--- config.mk ---
export PLATFORM = sky130hd
export DESIGN_NAME = boot_mode_selector
export DESIGN_NICKNAME = d
export VERILOG_FILES = /design/src/include/boot_sel_pkg.sv /design/src/rtl/boot_mode_selector.sv
export VERILOG_INCLUDE_DIRS = /design/src /design/src/include
export SDC_FILE = /design/constraint.sdc
export NUM_CORES = 1
export LEC_CHECK = 0
export BUFFER_PORTS_ARGS = -buffer_cell sky130_fd_sc_hd__buf_2
export CAP_MARGIN = 5
export CORE_ASPECT_RATIO = 1.4
export CORE_MARGIN = 2
export CORE_UTILIZATION = 30
export CTS_BUF_LIST = sky130_fd_sc_hd__clkbuf_2 sky130_fd_sc_hd__clkbuf_4 sky130_fd_sc_hd__clkbuf_8
export CTS_CLUSTER_SIZE = 28
export DETAILED_ROUTE_END_ITERATION = 10
export GPL_TIMING_DRIVEN = 0
export PLACE_DENSITY = 0.57
export SYNTH_ARGS = -nofsm -noshare
export SYNTH_HDL_FRONTEND = slang
export SYNTH_SLANG_ARGS = --single-unit
export TNS_END_PERCENT = 30
--- constraint.sdc ---
create_clock -name aclk -period 2 [get_ports aclk]
set_clock_uncertainty 0.05 [all_clocks]
set_input_delay 0.3 -clock aclk [delete_from_list [all_inputs] [get_ports aclk]]
set_output_delay 0.3 -clock aclk [all_outputs]
set_load 0.05 [all_outputs]
--- src/include/boot_sel_map.svh ---
// constants for the boot mode selector: offsets, fields, codes, timing
`ifndef BOOT_SEL_MAP_SVH
`define BOOT_SEL_MAP_SVH

// register byte offsets
`define OFS_EMU_WORD 32'h0000_0000
`define OFS_STATUS 32'h0000_0004
`define OFS_ZONE_ONE 32'h0000_0008
`define OFS_ZONE_TWO 32'h0000_000c
`define ADDR_WORD_MASK 32'hffff_fffc

// boot control word layout
`define KEY_LSB 0
`define KEY_MSB 7
`define KEY_VALUE 8'h5a
`define CODE_LSB 8
`define CODE_MSB 10
`define OPTION_BIT 12

// status register layout
`define ST_DONE_BIT 0
`define ST_EMU_BIT 1
`define ST_OPT_BIT 2
`define ST_MODE_LSB 4
`define ST_MODE_MSB 6
`define ST_SRC_LSB 8
`define ST_SRC_MSB 9
`define ST_XTAL_BIT 10

// reset values
`define EMU_WORD_RESET 32'h0000_0000

// strap settle time: sampled pins agree for this many cycles
`define SETTLE_CYCLES 4'h4

// axi responses
`define RESP_OKAY 2'b00
`define RESP_SLVERR 2'b10

`endif

--- src/include/boot_sel_pkg.sv ---
// types shared by the boot mode selector
package boot_sel_pkg;

  // boot targets, codes match the control word code field
  typedef enum logic [2:0] {
    MODE_PARALLEL = 3'h0,
    MODE_SERIAL = 3'h1,
    MODE_WAIT = 3'h2,
    MODE_FLASH = 3'h3,
    MODE_SPI = 3'h4,
    MODE_I2C = 3'h5,
    MODE_CAN = 3'h6,
    MODE_USB = 3'h7
  } boot_mode_t;

  // where the final decision came from
  typedef enum logic [1:0] {
    SRC_STRAP = 2'h0,
    SRC_EMU = 2'h1,
    SRC_ZONE_ONE = 2'h2,
    SRC_ZONE_TWO = 2'h3
  } boot_src_t;

  // selection sequence, gray along settle-strap-zone1-zone2-done
  typedef enum logic [2:0] {
    ST_SETTLE = 3'b000,
    ST_STRAP = 3'b001,
    ST_ZONE_ONE = 3'b011,
    ST_ZONE_TWO = 3'b010,
    ST_DONE = 3'b110,
    ST_EMU = 3'b100
  } sel_state_t;

  // one decision
  typedef struct packed {
    boot_mode_t mode;
    logic pin_option;
    boot_src_t source;
  } boot_sel_t;

endpackage

--- src/rtl/boot_mode_selector.sv ---
// boot mode selection with an axi4-lite register port
`timescale 1ns/1ps
`default_nettype none
`include "boot_sel_map.svh"

module boot_mode_selector (
  // clock and reset
  input wire logic aclk,
  input wire logic aresetn,
  // board pins, asynchronous
  input wire logic test_reset,
  input wire logic [1:0] strap_pins,
  // one-time-programmable content, same clock
  input wire logic strap_override_en,
  input wire logic [1:0] strap_override,
  input wire logic [31:0] zone_one_word,
  input wire logic [31:0] zone_two_word,
  // boot decision
  output logic boot_done,
  output logic [2:0] boot_mode,
  output logic pin_option,
  output logic xtal_select,
  output logic app_release,
  // axi4-lite write address
  input wire logic [31:0] s_axi_awaddr,
  input wire logic s_axi_awvalid,
  output logic s_axi_awready,
  // axi4-lite write data
  input wire logic [31:0] s_axi_wdata,
  input wire logic [3:0] s_axi_wstrb,
  input wire logic s_axi_wvalid,
  output logic s_axi_wready,
  // axi4-lite write response
  output logic [1:0] s_axi_bresp,
  output logic s_axi_bvalid,
  input wire logic s_axi_bready,
  // axi4-lite read address
  input wire logic [31:0] s_axi_araddr,
  input wire logic s_axi_arvalid,
  output logic s_axi_arready,
  // axi4-lite read data
  output logic [31:0] s_axi_rdata,
  output logic [1:0] s_axi_rresp,
  output logic s_axi_rvalid,
  input wire logic s_axi_rready
);

  // ----------------------------------------------------------------
  // pin synchronisers
  // ----------------------------------------------------------------
  logic [2:0] sync_a;
  logic [2:0] sync_b;
  logic [2:0] sync_c;
  logic pins_agree;
  logic [3:0] settle_cnt;

  // three stages for test reset and both straps
  always_ff @(posedge aclk) begin
    if (!aresetn) begin
      sync_a <= 3'h0;
      sync_b <= 3'h0;
      sync_c <= 3'h0;
    end else begin
      sync_a <= {test_reset, strap_pins};
      sync_b <= sync_a;
      sync_c <= sync_b;
    end
  end

  assign pins_agree = (sync_b == sync_c);

  // settle on agreement
  // pins must sit still, undriven, until the settle count runs out
  always_ff @(posedge aclk) begin
    if (!aresetn) begin
      settle_cnt <= 4'h0;
    end else if (!pins_agree) begin
      settle_cnt <= 4'h0;
    end else if (settle_cnt != `SETTLE_CYCLES) begin
      settle_cnt <= settle_cnt + 4'h1;
    end
  end

  // ----------------------------------------------------------------
  // control word decoding
  // ----------------------------------------------------------------
  logic emu_wr;
  logic [31:0] emu_word;
  boot_sel_pkg::sel_state_t state;
  boot_sel_pkg::boot_sel_t sel;
  logic emu_seen;
  logic [1:0] strap_mode;

  // key must match; the code field is not checked
  function automatic logic word_valid(input logic [31:0] w);
    word_valid = (w[`KEY_MSB:`KEY_LSB] == `KEY_VALUE);
  endfunction

  // zone words may only steer get boot to flash or a peripheral loader
  function automatic logic zone_valid(input logic [31:0] w);
    logic [2:0] c;
    c = w[`CODE_MSB:`CODE_LSB];
    zone_valid = word_valid(w) && (c >= boot_sel_pkg::MODE_FLASH);
  endfunction

  // programmed straps
  // otp values stand in for the factory pins when enabled
  assign strap_mode = strap_override_en ? strap_override : sync_c[1:0];

  // ----------------------------------------------------------------
  // selection sequence
  // ----------------------------------------------------------------
  // sequence on reset exit
  // runs once from reset; only a write retargeting an emulation wait changes outputs before the next reset
  always_ff @(posedge aclk) begin
    if (!aresetn) begin
      state <= boot_sel_pkg::ST_SETTLE;
      sel <= '{boot_sel_pkg::MODE_WAIT, 1'b0, boot_sel_pkg::SRC_STRAP};
      emu_seen <= 1'b0;
    end else begin
      case (state)
        boot_sel_pkg::ST_SETTLE: begin
          if (settle_cnt == `SETTLE_CYCLES) begin
            state <= boot_sel_pkg::ST_STRAP;
          end
        end
        boot_sel_pkg::ST_STRAP: begin
          // single sample
          // pin levels taken here only, later changes are ignored
          emu_seen <= sync_c[2];
          if (sync_c[2]) begin
            state <= boot_sel_pkg::ST_EMU;
          end else begin
            case (strap_mode)
              2'h0: begin
                sel.mode <= boot_sel_pkg::MODE_PARALLEL;
                state <= boot_sel_pkg::ST_DONE;
              end
              2'h1: begin
                sel.mode <= boot_sel_pkg::MODE_SERIAL;
                sel.pin_option <= 1'b0;
                state <= boot_sel_pkg::ST_DONE;
              end
              2'h2: begin
                sel.mode <= boot_sel_pkg::MODE_WAIT;
                state <= boot_sel_pkg::ST_DONE;
              end
              default: begin
                state <= boot_sel_pkg::ST_ZONE_ONE;
              end
            endcase
          end
        end
        boot_sel_pkg::ST_ZONE_ONE: begin
          if (zone_valid(zone_one_word)) begin
            sel.mode <= boot_sel_pkg::boot_mode_t'(
              zone_one_word[`CODE_MSB:`CODE_LSB]);
            sel.pin_option <= zone_one_word[`OPTION_BIT];
            sel.source <= boot_sel_pkg::SRC_ZONE_ONE;
            state <= boot_sel_pkg::ST_DONE;
          end else begin
            state <= boot_sel_pkg::ST_ZONE_TWO;
          end
        end
        boot_sel_pkg::ST_ZONE_TWO: begin
          if (zone_valid(zone_two_word)) begin
            sel.mode <= boot_sel_pkg::boot_mode_t'(
              zone_two_word[`CODE_MSB:`CODE_LSB]);
            sel.pin_option <= zone_two_word[`OPTION_BIT];
            sel.source <= boot_sel_pkg::SRC_ZONE_TWO;
          end else begin
            sel.mode <= boot_sel_pkg::MODE_FLASH;
            sel.pin_option <= 1'b0;
          end
          state <= boot_sel_pkg::ST_DONE;
        end
        boot_sel_pkg::ST_EMU: begin
          sel.source <= boot_sel_pkg::SRC_EMU;
          if (word_valid(emu_word)) begin
            sel.mode <= boot_sel_pkg::boot_mode_t'(
              emu_word[`CODE_MSB:`CODE_LSB]);
            sel.pin_option <= emu_word[`OPTION_BIT];
          end else begin
            sel.mode <= boot_sel_pkg::MODE_WAIT;
            sel.pin_option <= 1'b0;
          end
          state <= boot_sel_pkg::ST_DONE;
        end
        boot_sel_pkg::ST_DONE: begin
          // debugger may retarget an emulation wait by a fresh write
          if (emu_seen && emu_wr &&
              sel.mode == boot_sel_pkg::MODE_WAIT) begin
            state <= boot_sel_pkg::ST_EMU;
          end
        end
        default: begin
          state <= boot_sel_pkg::ST_SETTLE;
        end
      endcase
    end
  end

  // ----------------------------------------------------------------
  // decision outputs
  // ----------------------------------------------------------------
  // registered copies of the final decision
  always_ff @(posedge aclk) begin
    if (!aresetn) begin
      boot_done <= 1'b0;
      boot_mode <= boot_sel_pkg::MODE_WAIT;
      pin_option <= 1'b0;
      xtal_select <= 1'b0;
      app_release <= 1'b0;
    end else begin
      boot_done <= (state == boot_sel_pkg::ST_DONE);
      boot_mode <= sel.mode;
      pin_option <= sel.pin_option;
      xtal_select <= (state == boot_sel_pkg::ST_DONE) &&
        (sel.mode == boot_sel_pkg::MODE_USB);
      app_release <= (state == boot_sel_pkg::ST_DONE) &&
        (sel.mode != boot_sel_pkg::MODE_WAIT);
    end
  end

  // ----------------------------------------------------------------
  // axi4-lite write path
  // ----------------------------------------------------------------
  logic aw_held;
  logic w_held;
  logic [31:0] aw_addr;
  logic [31:0] w_data;
  logic [3:0] w_strb;
  logic [31:0] next_emu_word;
  logic emu_wr_go;

  // take address and data in either order, one write at a time
  always_ff @(posedge aclk) begin
    if (!aresetn) begin
      s_axi_awready <= 1'b0;
      s_axi_wready <= 1'b0;
      aw_held <= 1'b0;
      w_held <= 1'b0;
      aw_addr <= 32'h0;
      w_data <= 32'h0;
      w_strb <= 4'h0;
    end else begin
      s_axi_awready <= !aw_held && !s_axi_awready && !s_axi_bvalid;
      s_axi_wready <= !w_held && !s_axi_wready && !s_axi_bvalid;
      if (s_axi_awvalid && s_axi_awready) begin
        aw_held <= 1'b1;
        aw_addr <= s_axi_awaddr;
      end else if (emu_wr_go) begin
        aw_held <= 1'b0;
      end
      if (s_axi_wvalid && s_axi_wready) begin
        w_held <= 1'b1;
        w_data <= s_axi_wdata;
        w_strb <= s_axi_wstrb;
      end else if (emu_wr_go) begin
        w_held <= 1'b0;
      end
    end
  end

  logic wr_hit;
  assign emu_wr_go = aw_held && w_held && !s_axi_bvalid;
  assign wr_hit = (aw_addr & `ADDR_WORD_MASK) == `OFS_EMU_WORD;
  assign emu_wr = emu_wr_go && wr_hit;

  // byte lanes merged into the emulation word
  always_comb begin
    next_emu_word = emu_word;
    for (int i = 0; i < 4; i++) begin
      if (w_strb[i]) begin
        next_emu_word[i*8 +: 8] = w_data[i*8 +: 8];
      end
    end
  end

  always_ff @(posedge aclk) begin
    if (!aresetn) begin
      emu_word <= `EMU_WORD_RESET;
    end else if (emu_wr) begin
      emu_word <= next_emu_word;
    end
  end

  // write response, status words are read only
  always_ff @(posedge aclk) begin
    if (!aresetn) begin
      s_axi_bvalid <= 1'b0;
      s_axi_bresp <= `RESP_OKAY;
    end else if (emu_wr_go) begin
      s_axi_bvalid <= 1'b1;
      s_axi_bresp <= wr_hit ? `RESP_OKAY : `RESP_SLVERR;
    end else if (s_axi_bready) begin
      s_axi_bvalid <= 1'b0;
    end
  end

  // ----------------------------------------------------------------
  // axi4-lite read path
  // ----------------------------------------------------------------
  logic [31:0] status_word;

  // decision summary for software
  always_comb begin
    status_word = 32'h0;
    status_word[`ST_DONE_BIT] = boot_done;
    status_word[`ST_EMU_BIT] = emu_seen;
    status_word[`ST_OPT_BIT] = pin_option;
    status_word[`ST_MODE_MSB:`ST_MODE_LSB] = boot_mode;
    status_word[`ST_SRC_MSB:`ST_SRC_LSB] = sel.source;
    status_word[`ST_XTAL_BIT] = xtal_select;
  end

  // one read at a time, answer one cycle after the address
  always_ff @(posedge aclk) begin
    if (!aresetn) begin
      s_axi_arready <= 1'b0;
      s_axi_rvalid <= 1'b0;
      s_axi_rdata <= 32'h0;
      s_axi_rresp <= `RESP_OKAY;
    end else begin
      s_axi_arready <= !s_axi_arready && !s_axi_rvalid;
      if (s_axi_arvalid && s_axi_arready) begin
        s_axi_rvalid <= 1'b1;
        s_axi_rresp <= `RESP_OKAY;
        if ((s_axi_araddr & `ADDR_WORD_MASK) == `OFS_EMU_WORD) begin
          s_axi_rdata <= emu_word;
        end else if ((s_axi_araddr & `ADDR_WORD_MASK) == `OFS_STATUS) begin
          s_axi_rdata <= status_word;
        end else if ((s_axi_araddr & `ADDR_WORD_MASK) ==
                     `OFS_ZONE_ONE) begin
          s_axi_rdata <= zone_one_word;
        end else if ((s_axi_araddr & `ADDR_WORD_MASK) ==
                     `OFS_ZONE_TWO) begin
          s_axi_rdata <= zone_two_word;
        end else begin
          s_axi_rdata <= 32'h0;
          s_axi_rresp <= `RESP_SLVERR;
        end
      end else if (s_axi_rready) begin
        s_axi_rvalid <= 1'b0;
      end
    end
  end

endmodule
`default_nettype wire

* Word-level counts from Yosys, hierarchy flattened
Cells that the tools add are included.
** Operators by class
- Add/subtract/negate cells :: 1
- Order comparisons :: 2
- Equal/unequal tests :: 26
- Muxes and demuxes :: 32
- Reductions and logical operators :: 45
** Operator list (count)
- 32-bit 2-to-1 mux :: 4
- 32-bit logical NOT :: 2
- 30-bit by 2-bit == test with 1-bit output, second input constant :: 2
- 30-bit by 1-bit == test with 1-bit output, second input constant :: 1
- 8-bit by 7-bit == test with 1-bit output, second input constant :: 3
- 1-bit logical AND :: 17
- 4-bit one-hot mux with 4 select lines :: 1
- 3-bit 2-to-1 mux :: 5
- 3-bit one-hot mux with 5 select lines :: 1
- 2-bit 2-to-1 mux :: 7
- 4-bit 2-to-1 mux :: 3
- 2-bit AND reduction :: 6
- 2-bit != test, second input constant :: 5
- 3-bit by 2-bit == test with 1-bit output, second input constant :: 3
- 3-bit == test, second input constant :: 3
- 3-bit one-hot mux with 3 select lines :: 1
- 1-bit 2-to-1 mux :: 8
- 4-bit AND reduction :: 2
- 2-bit nonzero test :: 4
- 1-bit logical NOT :: 7
- 3-bit by 2-bit greater-or-equal comparator with 1-bit output, second input constant :: 2
- 6-bit 2-to-1 mux :: 1
- 2-bit one-hot mux with 3 select lines :: 1
- 4-bit by 1-bit adder with 4-bit output, second input constant :: 1
- other kinds (16) :: 16
** Word-level totals
- Flip-flop bits (word level) :: 173

* Longest topological paths before layout
Gate-level depths: netlist (run 1).
- Depth in word-level cells :: 7
- Gate-level depth with buffers :: 6
- Gate-level depth less buffers :: 6

* Worst setup path before layout (run 1)
OpenSTA, ideal clock, no wires.
- Kind :: register to register
- Start :: reg s_axi_bvalid
- End :: reg emu_word[0]
- Setup time :: 0.116 ns
- Arrival time :: 1.783 ns
- Setup slack :: 0.051 ns
- Cell stages (with the launch flop) :: 6
- Path buffers :: 0
- Cells stage by stage :: dfxtp_1 -> and3b_1 -> nand3_2 -> nor4_4 -> mux2i_1 -> nor2b_1
** Between the ends
- Cells in the longest elaborated chain, start to end :: 4
** Ends and longest elaborated chain
- start: declaration :: RTL line boot_mode_selector.sv:35 : output logic s_axi_bvalid,
- start signal: assignment :: RTL line boot_mode_selector.sv:291 : s_axi_bvalid <= 1'b0;
- start signal: assignment :: RTL line boot_mode_selector.sv:294 : s_axi_bvalid <= 1'b1;
- start signal: assignment :: RTL line boot_mode_selector.sv:297 : s_axi_bvalid <= 1'b0;
- 1-bit logical NOT :: RTL line boot_mode_selector.sv:266 : assign emu_wr_go = aw_held && w_held && !s_axi_bvalid;
- 1-bit logical AND :: RTL line boot_mode_selector.sv:266
- 1-bit logical AND :: RTL line boot_mode_selector.sv:268 : assign emu_wr = emu_wr_go && wr_hit;
- 2-bit AND reduction (no source line)
- end signal: assignment :: RTL line boot_mode_selector.sv:282 : emu_word <= `EMU_WORD_RESET;
- end signal: assignment :: RTL line boot_mode_selector.sv:284 : emu_word <= next_emu_word;
- end: declaration :: RTL line boot_mode_selector.sv:88 : logic [31:0] emu_word;
Every way passes these cells.
A chain may end at the register's enable or synchronous reset.

* Final worst setup path (run 1)
- Start :: in s_axi_araddr[28]
- End :: reg s_axi_rdata[15]
** Between the ends
- Cells in the longest elaborated chain, start to end :: 5
- Elaborated cells between the ends (all ways) :: 8
** Ends and longest elaborated chain
- start: declaration :: RTL line boot_mode_selector.sv:38 : input wire logic [31:0] s_axi_araddr,
- 30-bit by 2-bit == test with 1-bit output (no source line)
- 32-bit 2-to-1 mux :: RTL line boot_mode_selector.sv:336 : end else if ((s_axi_araddr & `ADDR_WORD_MASK) ==
- 32-bit 2-to-1 mux :: RTL line boot_mode_selector.sv:333 : end else if ((s_axi_araddr & `ADDR_WORD_MASK) ==
- 32-bit 2-to-1 mux :: RTL line boot_mode_selector.sv:331 : end else if ((s_axi_araddr & `ADDR_WORD_MASK) == `OFS_STATUS) begin
- 32-bit 2-to-1 mux (*) :: RTL line boot_mode_selector.sv:329 : if ((s_axi_araddr & `ADDR_WORD_MASK) == `OFS_EMU_WORD) begin
- end signal: assignment :: RTL line boot_mode_selector.sv:330 : s_axi_rdata <= emu_word;
- end signal: assignment :: RTL line boot_mode_selector.sv:332 : s_axi_rdata <= status_word;
- end signal: assignment :: RTL line boot_mode_selector.sv:335 : s_axi_rdata <= zone_one_word;
- end: declaration :: RTL line boot_mode_selector.sv:42 : output logic [31:0] s_axi_rdata,
Mark *: on every way between the ends. The rest lies on a longest branch, timed or not.

==> impl_results.md, run 1 <==
- Outcome: complete, but fails checks
- Failing checks: negative setup slack
- Fin crit share: 100.4%
- Crit path from: s_axi_araddr[28]
- Rel. slew slack: 49.85%
- DRC: 0
- Hold WC Path Type: input pin to flip-flop
- Antenna violations before repair: 1
- Crit-path slowest cell: nor4_2
- Max incr delay on CP: 0.54 ns
- Die height: 189.7 um
- Gr ovfl total: 0
- WS Path Type: input pin to flip-flop
- Dpl cells: 1,324
- CORE AREA: 0.02406 mm2
- Pwr dens: 750.6 mW/mm2
- Ys async rst share: 0%
- Register bit total from synthesis: between 150 and 200
- Average routed wire per standard cell: 17.08 um
- Cell variety after synth: slightly above 50
- Synthesized cell area: 0.007386 mm2
- Later-pin clock latency in the skew report: 0.45 ns
- TritonCTS Buffers: 17
- Worst path required time: roughly 2.3 ns
- Final setup violation count: 1
- Worst setup EP type: flip-flop
- Hpwl dp: 18.82 mm
- Syn Area/Cell: 9.279 um2
- Gpl congestion: 0.8562
- CTS sink cnt: 169
- RSZ-0062 raised after global routing: yes
- Initial DRC Count: 279
- Sequence of cells on the critical path: buf_2 > nor4_1 > nand4_1 > nor4_2 > clkbuf_1 > a221oi_1 > nor2_1
- Final std cells w/o fill: 1,376
- Tot Pwr: between 7 and 8 mW
- Max_cap viols: 0
- Die area: ~0.026 mm2
- Post-synth EDFFs: 0
- Hold path start: s_axi_wdata[5]
- Final setup TNS: -0.008913 ns
- Vias in the first global route: 6,535
- Startpoint Class: input pin
- First-pass GRT wire length: roughly 35 mm
- Lkg Pwr: 3.751 nW
- CTS tree: done
- Gate Count Post-Synth: 796
- Worst vdd ir: between 0.0003 and 0.0004 V
- Final-report hold violation count: 0
- Worst Tran Pin Value: 0.7406 ns
- Layout cells sized above 1: 27.51%
- Seq/Total Area, Yosys: 45.81%
- Commonest non-fill, non-tap cell in the layout: buf_2
- Row count: 67
- Initial core utilization: 30.70%
- Dominant synthesized flop cell: dfxtp_1
- Layout overhead on the synthesized area: 28.49%
- # nets final: 1,231
- Vias per inst: around 4.8
- Clk buf depth: 2
- Slack of the critical path: -0.008913 ns
- Fmax: 497.8 MHz
- Die Wd: 136.6 um
- First drt pass iteration count: 5
- CTS root buffer: clkbuf_8
- Num ports: 225
- Crit path DAT: roughly 2.4 ns
- Total GRT Usage: between 15 and 20%
- Crit Path Max Fanout: 10
- Final wirelength: around 24 mm
- IO buf count: between 200 and 250
- Ys Warns: 0
- Largest net degree at the start of global routing: 17
- CTS clk-pin slew, worst paths: 0.09 ns
- Fin crit period: 2.009 ns
- Post-route ant nets: 0
- DR vias: 6,654
- CTS H-Tree Depth: 4
- Slew Viols, Final: 0
- R2R Path Start: state[0]
- Highest-count cells in the layout ignoring fill and taps: buf_2, dfxtp_1, nand2_1
## stage by stage
stage / setup slack (ns) / utilization [%] / cell area [um2] / hold slack [ns]
after floorplan: 0.05132 / - / 7390 / 0.3619
after global routing: -0.1418 / 39.45 / 9490 / 0.005585
final: -0.008913 / 39.45 / 9490 / 0.03350
after detailed placement: -0.4385 / 36.84 / 8864 / 0.3728
after global placement: -0.4244 / 36.84 / 8864 / 0.3660
after CTS: 0.003072 / 39.28 / 9450 / 0.003914
## area by class of cell
class | instances | area [um2]
clock inverter | 13 | 120.1
timing repair buffer | 236 | 1303
tap | 310 | 387.9
antenna | 1 | 2.502
multi-input combinational | 558 | 3714
fill | 2471 | 14570
sequential | 169 | 3383
buffer | 57 | 227.7
clock buffer | 19 | 249.0
inverter | 13 | 103.9
## report_power, final
group | internal [mW] | switching (mW) | leakage (nW)
Clock | 1.02 | 1.30 | 0.184
Sequential | 3.52 | 0.106 | 1.37
Combinational | 0.477 | 0.704 | 2.19
## flip-flops by register name, summed over array words and instances, names as in the netlist, 3 cells and up
register and cells:
emu_word 32, sync_b 3, aw_addr 30, sync_a 3
sync_c 3, sel 6, w_strb 4, boot_mode 3
w_data 32, state 3, settle_cnt 4, s_axi_rdata 32
## cells in the mapped netlist (all sizes together) (2+ instances only)
master | n | area [um2]
and3 | 2 | 12.51
nor3 | 6 | 30.03
nand4 | 3 | 33.78
a21boi | 81 | 608.1
xnor2 | 5 | 43.79
a221oi | 24 | 210.2
a21oi | 12 | 60.06
nor4 | 20 | 257.7
o21a | 2 | 15.01
ha | 2 | 25.02
nor3b | 8 | 60.06
nand3b | 3 | 22.52
bufinv | 4 | 70.07
mux2i | 35 | 350.3
and3b | 3 | 26.28
a22o | 23 | 201.4
o21ai | 30 | 150.1
nand3 | 17 | 90.09
and2 | 17 | 106.4
a31oi | 5 | 31.28
nand2 | 151 | 569.3
dfxtp | 169 | 3383
nand2b | 4 | 25.02
nor2b | 37 | 231.5
inv | 9 | 33.78
buf | 6 | 33.77
nor2 | 41 | 153.9
clkbuf | 51 | 191.4
o311ai | 2 | 25.03
or4bb | 2 | 22.52
mux4 | 9 | 202.7
nand4bb | 2 | 22.52
o22ai | 3 | 18.77
## cells by family after synthesis
family,share of synthesized area (%)
flops,45.81
fa+ha+maj,0.3388
compound gates,18.48
buf+inv,4.455
simple gates,22.78
mux,7.488
xor+xnor,0.5929
other cells,0.05077
## critical path, delay by kind of cell
| family | cells | cell delay (ns) |
|---|---|---|
| AND/OR/NAND/NOR | 4 | 1.16 |
| buffers and inverters | 2 | 0.61 |
| AO/OA/AOI/OAI | 1 | 0.26 |
## path summary, 6_finish.rpt
path | to | slack, ns | cells past startpoint
setup reg to reg | sel[4] | 0.03 | 6
setup / recovery | s_axi_rdata[15] | -0.009 | 7
hold / removal | w_data[5] | 0.03 | 3
hold reg to reg | sync_b[0] | 0.40 | 1
## timing repair
item                                   in CTS  in global routing
endpoints found under the hold margin      13                  0
setup endpoints to repair                  36                 53
hold buffers                               13                  0
buffers inserted                            6                  0
gates resized for setup                     1                 10
pin swaps                                   5                  1
## routing by layer
layer	up-vias	GRT usage, %	wire length (um)
met2	202	32.71	12270
li1	3308	-	-
met5	-	0	0
met3	33	3.704	1252
met1	3111	20.74	9396
met4	0	6.971	580
No activity file was read; power rests on OpenSTA's default activity.
==> run 2, diff against run 1 <==
Settings changed: ABC_AREA set to 1.
==> run 2 against run 1 <==
The run now ends clean; register-to-register slack improved by 0.17 ns; core utilization fell by 0.77 points; synthesized cell count rose by 40%; final cell count rose by 24%; combinational power rose by 32%.
==> impl_results.md, run 2 <==
- Outcome: finished clean
- Area contributors post-synth: dfxtp_1, nand2_1, nor2_1
- Tot Pwr: ~8.0 mW
- Yosys top cell area share: 42.72%
- Top-count cell post-synth: nand2_1
- Lkg Pwr: 4.509 nW
- Die height: 196.3 um
- Fraction of synthesized cell area in xor and xnor cells: 0.4423%
- Clk buf depth: 2
- Vias per inst: 4.496
- Worst Tran Pin Value: ~0.68 ns
- Fill cell count: 2,783
- Synth top cells by count: nand2_1, dfxtp_1, nor2_1
- Final setup violation count: 0
- Gpl congestion: between 0.8 and 0.9
- Gr ovfl total: 0
- Highest-count cells in the layout ignoring fill and taps: buf_2, nand2_1, dfxtp_1
- Total GRT Usage: 17.39%
- Dominant synthesized flop cell: dfxtp_1
- Crit path DAT: around 2.2 ns
- Cell variety after synth: 37
- Mux share of post-synthesis cell area: 0%
- Post-synthesis adder-cell area fraction: 0.3160%
- Worst vdd ir: about 0.00040 V
- CTS sink cnt: 169
- TritonCTS Buffers: 17
- Hold WC Path Type: input pin to flip-flop
- Gate Count Post-Synth: 1,112
- Initial DRC Count: 379
- Final wirelength: between 20 and 25 mm
- First drt pass iteration count: 7
- Post-route ant nets: 0
- Post-synthesis compound-gate area fraction: 14.74%
- Pwr dens: 792.3 mW/mm2
- Synthesized cell area: 0.007920 mm2
- Worst setup EP type: flip-flop
- Num ports: about 230
- Fin crit period: between 1.5 and 2 ns
- Biggest regs: emu_word: 32 flops, s_axi_rdata: 32 flops, w_data: 32 flops
- Max_cap viols: 0
- RSZ-0062 raised after global routing: yes
- Final-report hold violation count: 0
- Main combinational cell family by area after synthesis: simple AND/OR/NAND/NOR gates
- Leading area contributor after synthesis: dfxtp_1
- Worst hold-check slack: 0.02844 ns
- Fin crit share: around nine tenths
- DR vias: 7,683
- Worst path required time: 2.37 ns
- Average routed wire per standard cell: 14.33 um
- CTS clk-pin slew, worst paths: 0.09 ns
- Post-synth EDFFs: 0
- First-pass GRT wire length: 37.54 mm
- CTS tree: done
- DRC: 0
- # nets final: ~1,500
- Register bit total from synthesis: ~170
- CORE AREA: 0.02601 mm2
- Die Wd: 141.3 um
- Ys Warns: 0
- Later-pin clock latency in the skew report: around 0.48 ns
- Antenna violations before repair: 3
- Startpoint Class: flip-flop
- Row count: 70
- WS Path Type: flip-flop to flip-flop
- IO buf count: roughly 220
- Synth Area in Simple Gates: just under 30%
- Vias in the first global route: 7,286
- Hpwl dp: around 20 mm
- Initial core utilization: 30.45%
- Ys async rst share: 0%
- Slew Viols, Final: 0
- Die area: 0.02773 mm2
- CTS H-Tree Depth: 4
- Fmax: 556.6 MHz
- Layout overhead on the synthesized area: 27.01%
- Commonest non-fill, non-tap cell in the layout: buf_2
- CTS root buffer: clkbuf_8
- Crit Path Max Fanout: 10
- Rel. slew slack: 54.96%
- Syn Area/Cell: 7.122 um2
- Largest net degree at the start of global routing: 17
- Seq/Total Area, Yosys: 42.72%
- Layout cells sized above 1: 23.81%
[run 2: logic make-up (layout without fill, tap and decap cells)]
logic type / after synthesis / after routing
other: 1 / 5
and+or+nand+nor: 503 / 503
buffers and inverters: 217 / 486
DFF: 169 / 169
adders and majority gates: 2 / 2
AOI/OAI and AO/OA: 216 / 216
xor gates and xnor gates: 4 / 4
[run 2: final timing paths]
check	start	end	slack [ns]	cells past startpoint
max	s_axi_awready	aw_addr[28]	0.20	6
min	s_axi_awaddr[13]	aw_addr[13]	0.03	3
max reg2reg	s_axi_awready	aw_addr[28]	0.20	6
min reg2reg	sync_a[2]	sync_b[2]	0.37	2
[run 2: critical path: stages, from the launching register on]
cell	delay [ns]
dfxtp_1	0.39
nand2_1	0.21
inv_1	0.12
clkbuf_1	0.34
clkbuf_1	0.43
nor2_1	0.08
nor2_1	0.11
[run 2: power by group]
group	internal (mW)	total (mW)	switching (mW)
Clock	1.37	2.70	1.33
Sequential	3.59	3.71	0.114
Combinational	0.557	1.56	1.01
[run 2: repair_timing]
item                                    CTS  global route
endpoints found under the hold margin    19             0
endpoints found under the setup margin    0             6
buffers inserted                          0             0
hold buffers                             19             0
gates resized for setup                   0             2
[run 2: per-layer routing]
layer / vias to the layer above / global-route usage [%] / part of all wire (%)
met5: - / 0 / 0
met4: 0 / 7.000 / 2.5
li1: 4063 / - / -
met2: 189 / 31.50 / 50
met3: 36 / 3.417 / 4.8
met1: 3395 / 19.88 / 42
[run 2: final cells by class]
cell class	count	area [um2]	area share [%]
diodes	3	7.507	0.07463
repair buffers	237	1281	12.74
inverters	158	593.1	5.896
flip-flops and latches	169	3383	33.63
multi-input cells	727	3573	35.52
clock inverters	11	157.7	1.567
well taps	324	405.4	4.030
plain buffers	59	375.4	3.731
clock buffers	21	282.8	2.811
[run 2: per-stage QoR]
stage	worst slack (ns)	area (um2)	TNS (ns)	utilization, %	cells
floorplan	0.2482	7924	0	-	1113
global placement	-0.2056	9420	-1.606	36.21	1655
detailed placement	-0.2188	9420	-1.669	36.21	1655
CTS	0.02681	10050	0	38.64	1706
global route	-0.02147	10060	-0.02147	38.67	1709
finish	0.2033	10060	0	38.67	1709
